--- src/core/kps_regs.svh ---
// register map, field positions, reset values and timing for the keypad scanner
`ifndef KPS_REGS_SVH
`define KPS_REGS_SVH

// register offsets
`define KPS_ADDR_COL        8'hd1
`define KPS_ADDR_ROW        8'hd2
`define KPS_ADDR_TIMING     8'hd3
`define KPS_ADDR_STATUS     8'hd4
`define KPS_ADDR_ORDER_LO   8'hd5
`define KPS_ADDR_ORDER_HI   8'hd6
`define KPS_ADDR_DIM        8'hd7

// reset values
`define KPS_RST_COL         8'h1f
`define KPS_RST_ROW         8'h3f
`define KPS_RST_TIMING      8'h00
`define KPS_RST_STATUS      8'h00
`define KPS_RST_ORDER_LO    8'h88
`define KPS_RST_ORDER_HI    8'h46
`define KPS_RST_DIM         8'h65

// status register bits
`define KPS_STAT_IRQ_EN     0
`define KPS_STAT_DETECT     1
`define KPS_STAT_SCAN_EN    2
`define KPS_STAT_BUSY       3

// timing field positions
`define KPS_DEB_LSB         2
`define KPS_SCAN_LSB        0

// timing in the 1 kHz tick domain
`define KPS_TICK_US         1000
`define KPS_DEB_STEP_MS     4
`define KPS_DEB_STEPS_MAX   64
`define KPS_SCAN_MS_MAX     4

`endif

--- src/core/kps_pkg.sv ---
// types shared by the keypad scanner
package kps_pkg;

	// register bus request travelling as one bundle
	typedef struct packed {
		logic [7:0] addr;
		logic [7:0] wdata;
		logic       wr;
		logic       rd;
	} kps_bus_req_t;

	// scan sequencer states
	typedef enum logic [2:0] {
		KPS_IDLE  = 3'b000,
		KPS_PDEB  = 3'b001,
		KPS_SCAN  = 3'b010,
		KPS_RWAIT = 3'b011,
		KPS_RDEB  = 3'b100
	} kps_state_t;

endpackage

--- src/core/kps_scanner.sv ---
// keypad matrix scanner with debounce, programmable order and bypass mode
`include "kps_regs.svh"

module kps_scanner #(
	parameter int NCOL = 5,
	parameter int NROW = 6
) (
	// clock and reset
	input  wire logic                 clk,
	input  wire logic                 rst,
	// register port
	input  wire kps_pkg::kps_bus_req_t bus_req,
	output logic [7:0]                rdata,
	// timing source and gate from clock control
	input  wire logic                 tick_1khz,
	input  wire logic                 keypad_clock_enable,
	// keypad matrix
	input  wire logic [NROW-1:0]      row_in,
	output logic [NCOL-1:0]           col_out,
	// keypad interrupt
	output logic                      key_irq
);

	// registers
	logic [7:0]          key_column_drive_r;
	logic [7:0]          key_row_sense_r;
	logic [7:0]          scan_timing_reg_r;
	logic [7:0]          scan_order_low_r;
	logic [7:0]          scan_order_high_r;
	logic [7:0]          keypad_dimension_reg_r;
	logic                irq_en_r;
	logic                detect_r;
	logic                hw_scan_enable_r;
	logic [NROW-1:0]     row_meta_r;
	logic [NROW-1:0]     row_sync_r;
	logic [1:0]          settle_r;
	kps_pkg::kps_state_t state_r;
	kps_pkg::kps_state_t state_nxt;
	logic [2:0]          slot_r;
	logic [2:0]          slot_nxt;
	logic [2:0]          row_idx_r;
	logic [2:0]          row_idx_nxt;
	logic [8:0]          wait_r;
	logic [8:0]          wait_nxt;
	logic [1:0]          hits_r;
	logic [1:0]          hits_nxt;
	logic [2:0]          hit_col_r;
	logic [2:0]          hit_col_nxt;
	logic [2:0]          hit_row_r;
	logic [2:0]          hit_row_nxt;
	logic                found;
	logic [NCOL-1:0]     col_nxt;
	logic [7:0]          rdata_nxt;

	// bus decode
	wire wr_col    = bus_req.wr && bus_req.addr == `KPS_ADDR_COL;
	wire wr_timing = bus_req.wr && bus_req.addr == `KPS_ADDR_TIMING;
	wire wr_status = bus_req.wr && bus_req.addr == `KPS_ADDR_STATUS;
	wire wr_ord_lo = bus_req.wr && bus_req.addr == `KPS_ADDR_ORDER_LO;
	wire wr_ord_hi = bus_req.wr && bus_req.addr == `KPS_ADDR_ORDER_HI;
	wire wr_dim    = bus_req.wr && bus_req.addr == `KPS_ADDR_DIM;

	// keypad size, out-of-range values fall back to the full matrix
	wire [2:0] dim_cols = keypad_dimension_reg_r[2:0];
	wire [2:0] dim_rows = keypad_dimension_reg_r[6:4];
	wire [2:0] ncols    = (dim_cols == 3'h0 || dim_cols > 3'(NCOL)) ?
	                      3'(NCOL) : dim_cols;
	wire [2:0] nrows    = (dim_rows == 3'h0 || dim_rows > 3'(NROW)) ?
	                      3'(NROW) : dim_rows;

	// masks of the columns and rows that belong to the keypad
	wire [NCOL-1:0] col_mask = NCOL'((8'h01 << ncols) - 8'h01);
	wire [NROW-1:0] row_mask = NROW'((8'h01 << nrows) - 8'h01);
	wire            any_low  = |(~row_sync_r & row_mask);

	// debounce length in ticks: zero in the field means the longest
	wire [5:0] deb_field = scan_timing_reg_r[`KPS_DEB_LSB +: 6];
	wire [6:0] deb_steps = (deb_field == 6'h00) ?
	                       7'(`KPS_DEB_STEPS_MAX) : {1'b0, deb_field};
	wire [8:0] deb_ticks = 9'(deb_steps * `KPS_DEB_STEP_MS * 1000 /
	                       `KPS_TICK_US);

	// check interval in ticks, same for every column order
	wire [1:0] scan_field = scan_timing_reg_r[`KPS_SCAN_LSB +: 2];
	wire [8:0] scan_ticks = (scan_field == 2'h0) ?
	                        9'(`KPS_SCAN_MS_MAX * 1000 / `KPS_TICK_US) :
	                        9'(scan_field * 1000 / `KPS_TICK_US);

	// column picked by the current order slot
	wire [14:0] order   = {scan_order_high_r[6:0], scan_order_low_r};
	wire [2:0]  cur_col = order[3*slot_r +: 3];
	wire        row_hit = ~row_sync_r[row_idx_r];
	wire        last_row = row_idx_r == nrows - 3'h1;
	wire        last_col = slot_r == ncols - 3'h1;
	wire        timing_on = keypad_clock_enable && tick_1khz;
	wire        wait_done = timing_on && wait_r == 9'h001;

	// one-low column pattern; an order entry past the matrix drives none
	wire [NCOL-1:0] scan_cols = ~(NCOL'(8'h01 << cur_col) & col_mask);

	// synced rows match the all-low pattern two edges after it is driven
	wire rows_valid = settle_r[1];

	// row synchroniser, first stage only feeds the second
	always_ff @(posedge clk or posedge rst) begin
		if (rst) begin
			row_meta_r <= '1;
			row_sync_r <= '1;
		end else begin
			row_meta_r <= row_in;
			row_sync_r <= row_meta_r;
		end
	end

	// a stale scan pattern must not pass for a release, or the
	// release debounce would run short
	always_ff @(posedge clk or posedge rst) begin
		if (rst) begin
			settle_r <= 2'h0;
		end else begin
			settle_r <= {settle_r[0], col_out == ~col_mask};
		end
	end

	// sequencer next state; ticks only count while the keypad clock runs
	always_comb begin
		state_nxt   = state_r;
		slot_nxt    = slot_r;
		row_idx_nxt = row_idx_r;
		wait_nxt    = wait_r;
		hits_nxt    = hits_r;
		hit_col_nxt = hit_col_r;
		hit_row_nxt = hit_row_r;
		found       = 1'b0;
		if (timing_on && wait_r != 9'h000) begin
			wait_nxt = wait_r - 9'h001;
		end
		case (state_r)
			kps_pkg::KPS_IDLE: begin
				if (keypad_clock_enable && rows_valid && any_low) begin
					state_nxt = kps_pkg::KPS_PDEB;
					wait_nxt  = deb_ticks;
				end
			end
			kps_pkg::KPS_PDEB: begin
				if (wait_done) begin
					if (any_low) begin
						state_nxt   = kps_pkg::KPS_SCAN;
						slot_nxt    = 3'h0;
						row_idx_nxt = 3'h0;
						hits_nxt    = 2'h0;
						wait_nxt    = scan_ticks;
					end else begin
						state_nxt = kps_pkg::KPS_IDLE;
					end
				end
			end
			kps_pkg::KPS_SCAN: begin
				if (wait_done) begin
					wait_nxt = scan_ticks;
					if (row_hit) begin
						hit_col_nxt = cur_col;
						hit_row_nxt = row_idx_r;
						if (hits_r != 2'h2) begin
							hits_nxt = hits_r + 2'h1;
						end
					end
					if (!last_row) begin
						row_idx_nxt = row_idx_r + 3'h1;
					end else begin
						row_idx_nxt = 3'h0;
						slot_nxt    = slot_r + 3'h1;
						if (last_col) begin
							state_nxt = kps_pkg::KPS_RWAIT;
							found     = hits_nxt == 2'h1;
						end
					end
				end
			end
			kps_pkg::KPS_RWAIT: begin
				if (keypad_clock_enable && rows_valid && !any_low) begin
					state_nxt = kps_pkg::KPS_RDEB;
					wait_nxt  = deb_ticks;
				end
			end
			kps_pkg::KPS_RDEB: begin
				if (wait_done) begin
					if (any_low) begin
						wait_nxt = deb_ticks;
					end else begin
						state_nxt = kps_pkg::KPS_IDLE;
					end
				end
			end
			default: begin
				state_nxt = kps_pkg::KPS_IDLE;
			end
		endcase
		if (!hw_scan_enable_r) begin
			state_nxt = kps_pkg::KPS_IDLE;
			found     = 1'b0;
		end
	end

	// sequencer registers
	always_ff @(posedge clk or posedge rst) begin
		if (rst) begin
			state_r   <= kps_pkg::KPS_IDLE;
			slot_r    <= 3'h0;
			row_idx_r <= 3'h0;
			wait_r    <= 9'h000;
			hits_r    <= 2'h0;
			hit_col_r <= 3'h0;
			hit_row_r <= 3'h0;
		end else begin
			state_r   <= state_nxt;
			slot_r    <= slot_nxt;
			row_idx_r <= row_idx_nxt;
			wait_r    <= wait_nxt;
			hits_r    <= hits_nxt;
			hit_col_r <= hit_col_nxt;
			hit_row_r <= hit_row_nxt;
		end
	end

	// column pins: scan pattern, all keypad columns low, or bypass value
	always_comb begin
		if (!hw_scan_enable_r) begin
			col_nxt = key_column_drive_r[NCOL-1:0];
		end else if (state_r == kps_pkg::KPS_SCAN) begin
			col_nxt = scan_cols;
		end else begin
			col_nxt = ~col_mask;
		end
	end

	// column pins from a flop so they never glitch between patterns
	always_ff @(posedge clk or posedge rst) begin
		if (rst) begin
			col_out <= NCOL'(`KPS_RST_COL);
		end else begin
			col_out <= col_nxt;
		end
	end

	// column register: firmware value, replaced only by a valid key
	always_ff @(posedge clk or posedge rst) begin
		if (rst) begin
			key_column_drive_r <= `KPS_RST_COL;
		end else if (found) begin
			key_column_drive_r <= {3'h0, ~(NCOL'(8'h01 << hit_col_nxt))};
		end else if (wr_col) begin
			key_column_drive_r <= {3'h0, bus_req.wdata[4:0]};
		end
	end

	// row register: latched key row when scanning, live rows in bypass
	always_ff @(posedge clk or posedge rst) begin
		if (rst) begin
			key_row_sense_r <= `KPS_RST_ROW;
		end else if (found) begin
			key_row_sense_r <= {2'h0, ~(NROW'(8'h01 << hit_row_nxt))};
		end else if (!hw_scan_enable_r) begin
			key_row_sense_r <= {2'h0, row_sync_r};
		end
	end

	// timing, order and size registers
	always_ff @(posedge clk or posedge rst) begin
		if (rst) begin
			scan_timing_reg_r      <= `KPS_RST_TIMING;
			scan_order_low_r       <= `KPS_RST_ORDER_LO;
			scan_order_high_r      <= `KPS_RST_ORDER_HI;
			keypad_dimension_reg_r <= `KPS_RST_DIM;
		end else begin
			if (wr_timing) scan_timing_reg_r <= bus_req.wdata;
			if (wr_ord_lo) scan_order_low_r <= bus_req.wdata;
			if (wr_ord_hi) scan_order_high_r <= {1'b0, bus_req.wdata[6:0]};
			if (wr_dim) keypad_dimension_reg_r <= bus_req.wdata & 8'h77;
		end
	end

	// control and detect flag; a new key beats a same-cycle clear
	always_ff @(posedge clk or posedge rst) begin
		if (rst) begin
			irq_en_r         <= 1'b0;
			hw_scan_enable_r <= 1'b0;
			detect_r         <= 1'b0;
		end else begin
			if (wr_status) begin
				irq_en_r         <= bus_req.wdata[`KPS_STAT_IRQ_EN];
				hw_scan_enable_r <= bus_req.wdata[`KPS_STAT_SCAN_EN];
			end
			if (found) begin
				detect_r <= 1'b1;
			end else if (wr_status && bus_req.wdata[`KPS_STAT_DETECT]) begin
				detect_r <= 1'b0;
			end
		end
	end

	// read mux; unmapped addresses read zero
	always_comb begin
		case (bus_req.addr)
			`KPS_ADDR_COL:      rdata_nxt = key_column_drive_r;
			`KPS_ADDR_ROW:      rdata_nxt = key_row_sense_r;
			`KPS_ADDR_TIMING:   rdata_nxt = scan_timing_reg_r;
			`KPS_ADDR_STATUS:   rdata_nxt = {4'h0,
			                    state_r != kps_pkg::KPS_IDLE,
			                    hw_scan_enable_r, detect_r, irq_en_r};
			`KPS_ADDR_ORDER_LO: rdata_nxt = scan_order_low_r;
			`KPS_ADDR_ORDER_HI: rdata_nxt = scan_order_high_r;
			`KPS_ADDR_DIM:      rdata_nxt = keypad_dimension_reg_r;
			default:            rdata_nxt = 8'h00;
		endcase
	end

	// read data and interrupt, both from flops
	always_ff @(posedge clk or posedge rst) begin
		if (rst) begin
			rdata   <= 8'h00;
			key_irq <= 1'b0;
		end else begin
			rdata   <= bus_req.rd ? rdata_nxt : 8'h00;
			key_irq <= detect_r && irq_en_r;
		end
	end

endmodule // kps_scanner

--- config.mk ---
export PLATFORM = sky130hd
export DESIGN_NAME = kps_scanner
export DESIGN_NICKNAME = d
export VERILOG_FILES = /design/src/core/kps_pkg.sv /design/src/core/kps_scanner.sv
export VERILOG_INCLUDE_DIRS = /design/src /design/src/core
export SDC_FILE = /design/constraint.sdc
export NUM_CORES = 1
export LEC_CHECK = 0
export BUFFER_PORTS_ARGS = -buffer_cell sky130_fd_sc_hd__buf_2
export CORE_AREA = 2 2 134 136
export DETAILED_ROUTE_END_ITERATION = 6
export DIE_AREA = 0 0 136 138
export GPL_ROUTABILITY_DRIVEN = 0
export PLACE_DENSITY = 0.79
export SLEW_MARGIN = 20
export SYNTH_ARGS = -nofsm -noshare
export SYNTH_HDL_FRONTEND = slang
export SYNTH_SLANG_ARGS = --single-unit
--- constraint.sdc ---
create_clock -name clk -period 29.5 [get_ports clk]
set_clock_uncertainty 0.05 [all_clocks]
set_input_delay 5.9 -clock clk [delete_from_list [all_inputs] [get_ports clk]]
set_output_delay 5.9 -clock clk [all_outputs]
set_load 0.02 [all_outputs]
Yosys cells after proc, flatten, opt, wreduce, memory -nomap -nowiden
Cells that the tools add are included.
- add/subtract/negate cells: 8
- shifts and indexed selects: 6
- muxes and demuxes: 63
- equality and inequality tests: 30
- $mul: 3
- magnitude comparators: 3
- bitwise gates (word level): 7
- div/mod/pow operators: 2
- reductions and logical operators: 31
- operators by type and width (cell ; count):
    $mux 9 ; 9
    $mux 3 ; 23
    $eq 8x8->1 const B ; 7
    $pmux 8 s7 ; 1
    $pmux 9 s5 ; 1
    $mux 8 ; 5
    $div 12x10->32 const B ; 1
    $div 20x10->32 const B ; 1
    $ne 3x3->1 const B ; 8
    $mux 2 ; 8
    $not 5->5 ; 3
    $pmux 3 s5 ; 1
    $shiftx 15x6->3 ; 1
    $shl 1x3->5 const A ; 3
    $logic_and 1x1->1 ; 14
    $mul 7x7->14 const B ; 1
    $not 6->6 ; 2
    $pmux 3 s2 ; 2
    $shl 1x3->6 const A ; 2
    $mux 5 ; 2
    $ne 2x2->1 const B ; 5
    $eq 9x1->1 const B ; 1
    $logic_not 3->1 ; 3
    $mul 2x7->9 const B ; 1
    33 further kinds ; 48
- ROM bits: 0
- input port bits: 28
- memory bits (writable): 0
- output and inout port bits: 14
- memories: 0
- latch bits: 0
- word-level logic and storage cells: 175
- bits in registers: 102

Longest topological paths before layout
- depth after elaboration: 12
- mapped depth: 55
- mapped depth without buffers: 47

Worst setup path after synthesis
OpenSTA, ideal clock, no wires.
- path kind: reg2reg
- start point: register scan_timing_reg_r[3]
- end point: register wait_r[0]
- period minus slack after synthesis: 11871 ps
- library setup time: 130 ps
- stages on the path, launching flop included: 47
- arrival time: 11691 ps
- path slack: 17629 ps
- path buffers: 2
- cells stage by stage: dfrtp_1 -> clkbuf_1 -> inv_1 -> ha_1 -> nand3_1 -> clkinv_1 -> nor2_1 -> fa_1 -> fa_1 -> fa_1 -> inv_1 -> fa_1 -> inv_1 -> ha_1 -> and3_4 -> a221o_1 -> a311o_1 -> a22oi_1 -> [... 11 more ...] -> a211o_1 -> a211o_2 -> xor2_2 -> nand3_1 -> or4_1 -> nand2_1 -> o211ai_4 -> o21a_4 -> o311a_4 -> nor3_4 -> a21oi_2 -> o21ai_0 -> ha_1 -> inv_1 -> nor4_1 -> nand2_1 -> o211ai_1 -> o22ai_1
- cells in the longest elaborated chain, start to end: 7
- elaborated cells between the ends (all ways): 9
- classes of those cells: mul: 1; div: 1; mux: 6; reduce/logical: 1
- ends and longest elaborated chain (item ; line ; text):
    start, declared ; kps_scanner.sv:27 ; logic [7:0] scan_timing_reg_r;
    start signal, assigned ; kps_scanner.sv:271 ; scan_timing_reg_r <= `KPS_RST_TIMING;
    start signal, assigned ; kps_scanner.sv:276 ; if (wr_timing) scan_timing_reg_r <= bus_req.wdata;
    $logic_not 6->1 ; kps_scanner.sv:78 ; wire [6:0] deb_steps = (deb_field == 6'h00) ?
    $mux 7 (*) ; kps_scanner.sv:78 ;
    $mul 7x7->14 (*) ; kps_scanner.sv:80 ; wire [8:0] deb_ticks = 9'(deb_steps * `KPS_DEB_STEP_MS * 1000 /
    $div 20x10->32 (no source line) (*) ; - ;
    $mux 9 ; kps_scanner.sv:188 ; if (any_low) begin
    $mux 9 ; kps_scanner.sv:187 ; if (wait_done) begin
    $pmux 9 s5 (*) ; kps_scanner.sv:138 ; case (state_r)
    named net wait_nxt[0] ; kps_scanner.sv:44 ; logic [8:0] wait_nxt;
    end signal, assigned ; kps_scanner.sv:219 ; wait_r <= wait_nxt;
    end, declared ; kps_scanner.sv:43 ; logic [8:0] wait_r;
The timed path passes the listed nets; every way through them passes the cells marked *.
A chain may end at the register's enable or synchronous reset.

Final worst setup path
Same ends and word-level chain as after synthesis.

==> summary.txt <==
Run status
  – Status: complete, no violations

Logic synthesis
  – Synth area leaders: dfrtp_1 (14%), dfstp_2 (8.8%), ha_1 (7.4%), nand2_1 (4.0%), nor2_1 (3.6%)
  – Syn Area/Cell: between 8 and 9 sq um
  – Yosys reg bits: 97
  – Number of synthesized flops with an enable pin: 0
  – Top cells by count, synth: nand2_1 (117), nor2_1 (107), ha_1 (65), o21ai_0 (65), a21oi_1 (64)
  – Register area share after synthesis: between 20 and 25%
  – Syn Nets: approximately 1400
  – Async set-or-reset flop fraction in the synthesized netlist: 100%
  – Yosys warning count: 0
  – Synth top area share: 13.6%
  – Post-synth top flop: dfrtp_1
  – Library cells used by synthesis: approximately 130
  – Netlist Area Pre-Place: 11000 sq um
  – Top-count cell post-synth: nand2_1
  – Gate Count Post-Synth: roughly 1300
  – Largest area contributor in the netlist: dfrtp_1

Worst setup path
  – R2R cell count: 44
  – Slowest cell on the critical path: o31ai_2
  – Critical R2R Launch: scan_timing_reg_r[3]$_DFFE_PP0P_
  – CP Launch Type: flip-flop
  – Critical path peak fanout: 14
  – Top delay family on crit path: compound AO/OA/AOI/OAI gates
  – Crit path arrival time: 14300 ps
  – Setup CP Type: reg2reg
  – Endpoint class of the critical path: flip-flop
  – Crit path launch: scan_timing_reg_r[3]$_DFFE_PP0P_
  – Worst Path Required: 29670 ps
  – WP buf/inv: 5
  – R2r setup slk: about 15000 ps
  – Reg2reg end: wait_r[0]$_DFF_PP0_
  – Critical path's largest stage delay: roughly 800 ps

Detailed routing
  – Drt total wl: roughly 30000 microns
  – Routed WL per cell: 19.5 microns
  – Drt initial violations: about 1200
  – ANT nets after route: 0
  – First-pass iteration count of the detailed router: 6
  – # DRC: 0
  – Via/cell ratio: 6.83
  – Vias: 10400

CTS
  – Post-CTS Hold Fix Bufs: 0
  – Cts bufs inserted: 9
  – CTS tree: built
  – Post-CTS Setup Inserts: 0
  – CTS H-tree depth: 3
  – Clock Path Buffers: 2
  – Clock transition at the registers of the reported paths: ~70 ps
  – CTS root buf: clkbuf_16
  – Skew-Pair Late Insertion Delay: between 300 and 400 ps
  – Clock Sinks: 97
  – Post-CTS sizing: 0

Hold path
  – Hold/Removal Path Class: reg2reg
  – Worst Hold Launch: row_meta_r[3]$_DFF_PP1_
  – Worst Hold Endpoint: row_sync_r[3]$_DFF_PP1_
  – Worst Hold Path Cells: 0

Floorplan
  – Die Y-Extent: between 100 and 150 microns
  – Overall die area: around 19000 sq um
  – Initial Util: between 60% and 70%
  – Boundary Pins: between 40 and 50
  – Site row count: 49
  – Core Region: between 15000 and 20000 sq um
  – Die W: between 100 and 150 microns

Layout
  – Fin nets: 1400
  – Finished Cell Area: about 12000 sq um
  – Diodes inserted: 0
  – Area Growth Syn to Fin: 5.76%
  – Ratio of cells with drive above 1 in the final layout: a little under a fifth

Global route
  – First-pass GRT wire length: 50200 microns
  – Total global-route track usage: about a third
  – Largest net degree at the start of global routing: slightly below 60
  – Initial antenna violation count: 0
  – Vias in the first global route: slightly below 10000
  – Total gr overflow: 0

Timing
  – F_max: between 0.07 and 0.08 GHz
  – Period minus WS final: 14130 ps
  – Slew headroom: between 30 and 40%
  – Final hold violations: 0
  – RSZ-0062 raised after global routing: false
  – Crit share post-route: 47.9%
  – Slew @ Worst Pin: 1010 ps
  – Final setup viols: 0
  – Hold Slack: 301 ps
  – Fin. max-slew vios: 0
  – Setup TNS: 0 ps

Placed design
  – Detail Placement HPWL: about 23000 microns
  – Input/output buffers: 41
  – DP Area: 11300 sq um

Job
  – Maximum Capacitance Violations: 0
==> sequential cells by signal, summed over array words and instances (netlist names), 6 cells and up <==
name	cells
scan_timing_reg_r	8
scan_order_low_r	8
key_row_sense_r	6
row_meta_r	6
row_sync_r	6
scan_order_high_r	7
rdata	8
wait_r	9
keypad_dimension_reg_r	6
==> through the flow <==
| step | cells | worst slack, ps | utilization (%) |
|---|---|---|---|
| after global placement | 1510 | 15800 | 64.4 |
| after CTS | 1526 | 15200 | 66.5 |
| after detailed placement | 1510 | 15230 | 64.4 |
| after global routing | 1526 | 14290 | 66.5 |
| final | 1526 | 15370 | 66.5 |
| after floorplan | 1287 | 17630 | - |
==> cell usage in the layout, fill, tap and decap left out, types with 15 or more instances in the layout <==
cell type,netlist,final
a21o_1,18,18
fa_1,15,15
and3_1,17,17
nor2_1,107,107
and2_1,15,15
nand3_1,52,52
nand4_1,17,17
a31oi_1,20,20
dfrtp_1,60,60
o21ai_1,17,17
mux2_2,34,34
dfstp_2,37,37
a21oi_1,64,64
o21ai_0,65,65
mux2i_1,21,21
ha_1,65,65
nor3_1,40,40
xor2_1,20,20
buf_2,5,41
inv_1,61,60
nand2_1,117,117
xnor2_1,39,39
==> worst reg2reg max path, delay by kind of cell, from the launching register on <==
kind,cells,cell delay (ps)
buf+inv,5,670
flops,1,550
simple gates,12,3300
compound gates,17,5930
mux,1,280
fa+ha+maj,7,2740
xor+xnor,2,510
==> cell type report <==
class	instances	area, sq um
multi-input combinational	1076	8070
fill	1424	5870
sequential	97	2470
tap	229	287
inverter	64	243
clock buffer	10	229
timing repair buffer	44	228
clock inverter	6	138
==> metal layers <==
metal  vias to the layer above  routed length (microns)  track usage (%)
met1                      4985                    12500             43.5
met3                        93                     1970             3.74
met5                         -                        0                0
met4                         0                      984             11.3
met2                       493                    14300             53.3
li1                       4852                        -                -
==> how the worst max path moves through the flow <==
stage | to | slack (ps) | cells after the start
after floorplan | wait_r[0]$_DFF_PP0_ | 17630 | 46
after global placement | wait_r[0]$_DFF_PP0_ | 15800 | 44
after detailed placement | wait_r[0]$_DFF_PP0_ | 15230 | 44
after CTS | wait_r[0]$_DFF_PP0_ | 15200 | 44
after global routing | wait_r[0]$_DFF_PP0_ | 14290 | 44
final | wait_r[0]$_DFF_PP0_ | 15370 | 44
==> cell families after synthesis <==
logic type	count (synthesis)	share of synthesized area (%)
compound gates	392	27.9
xor+xnor	65	5.67
simple gates	476	22.7
fa+ha+maj	80	10.1
mux	62	6.72
other cells	1	0.0340
flops	97	22.4
buf+inv	114	4.48
Power is left out: the tool's default activity adds up to more than one toggle a clock period on the data nets, which glitch-free logic cannot reach.
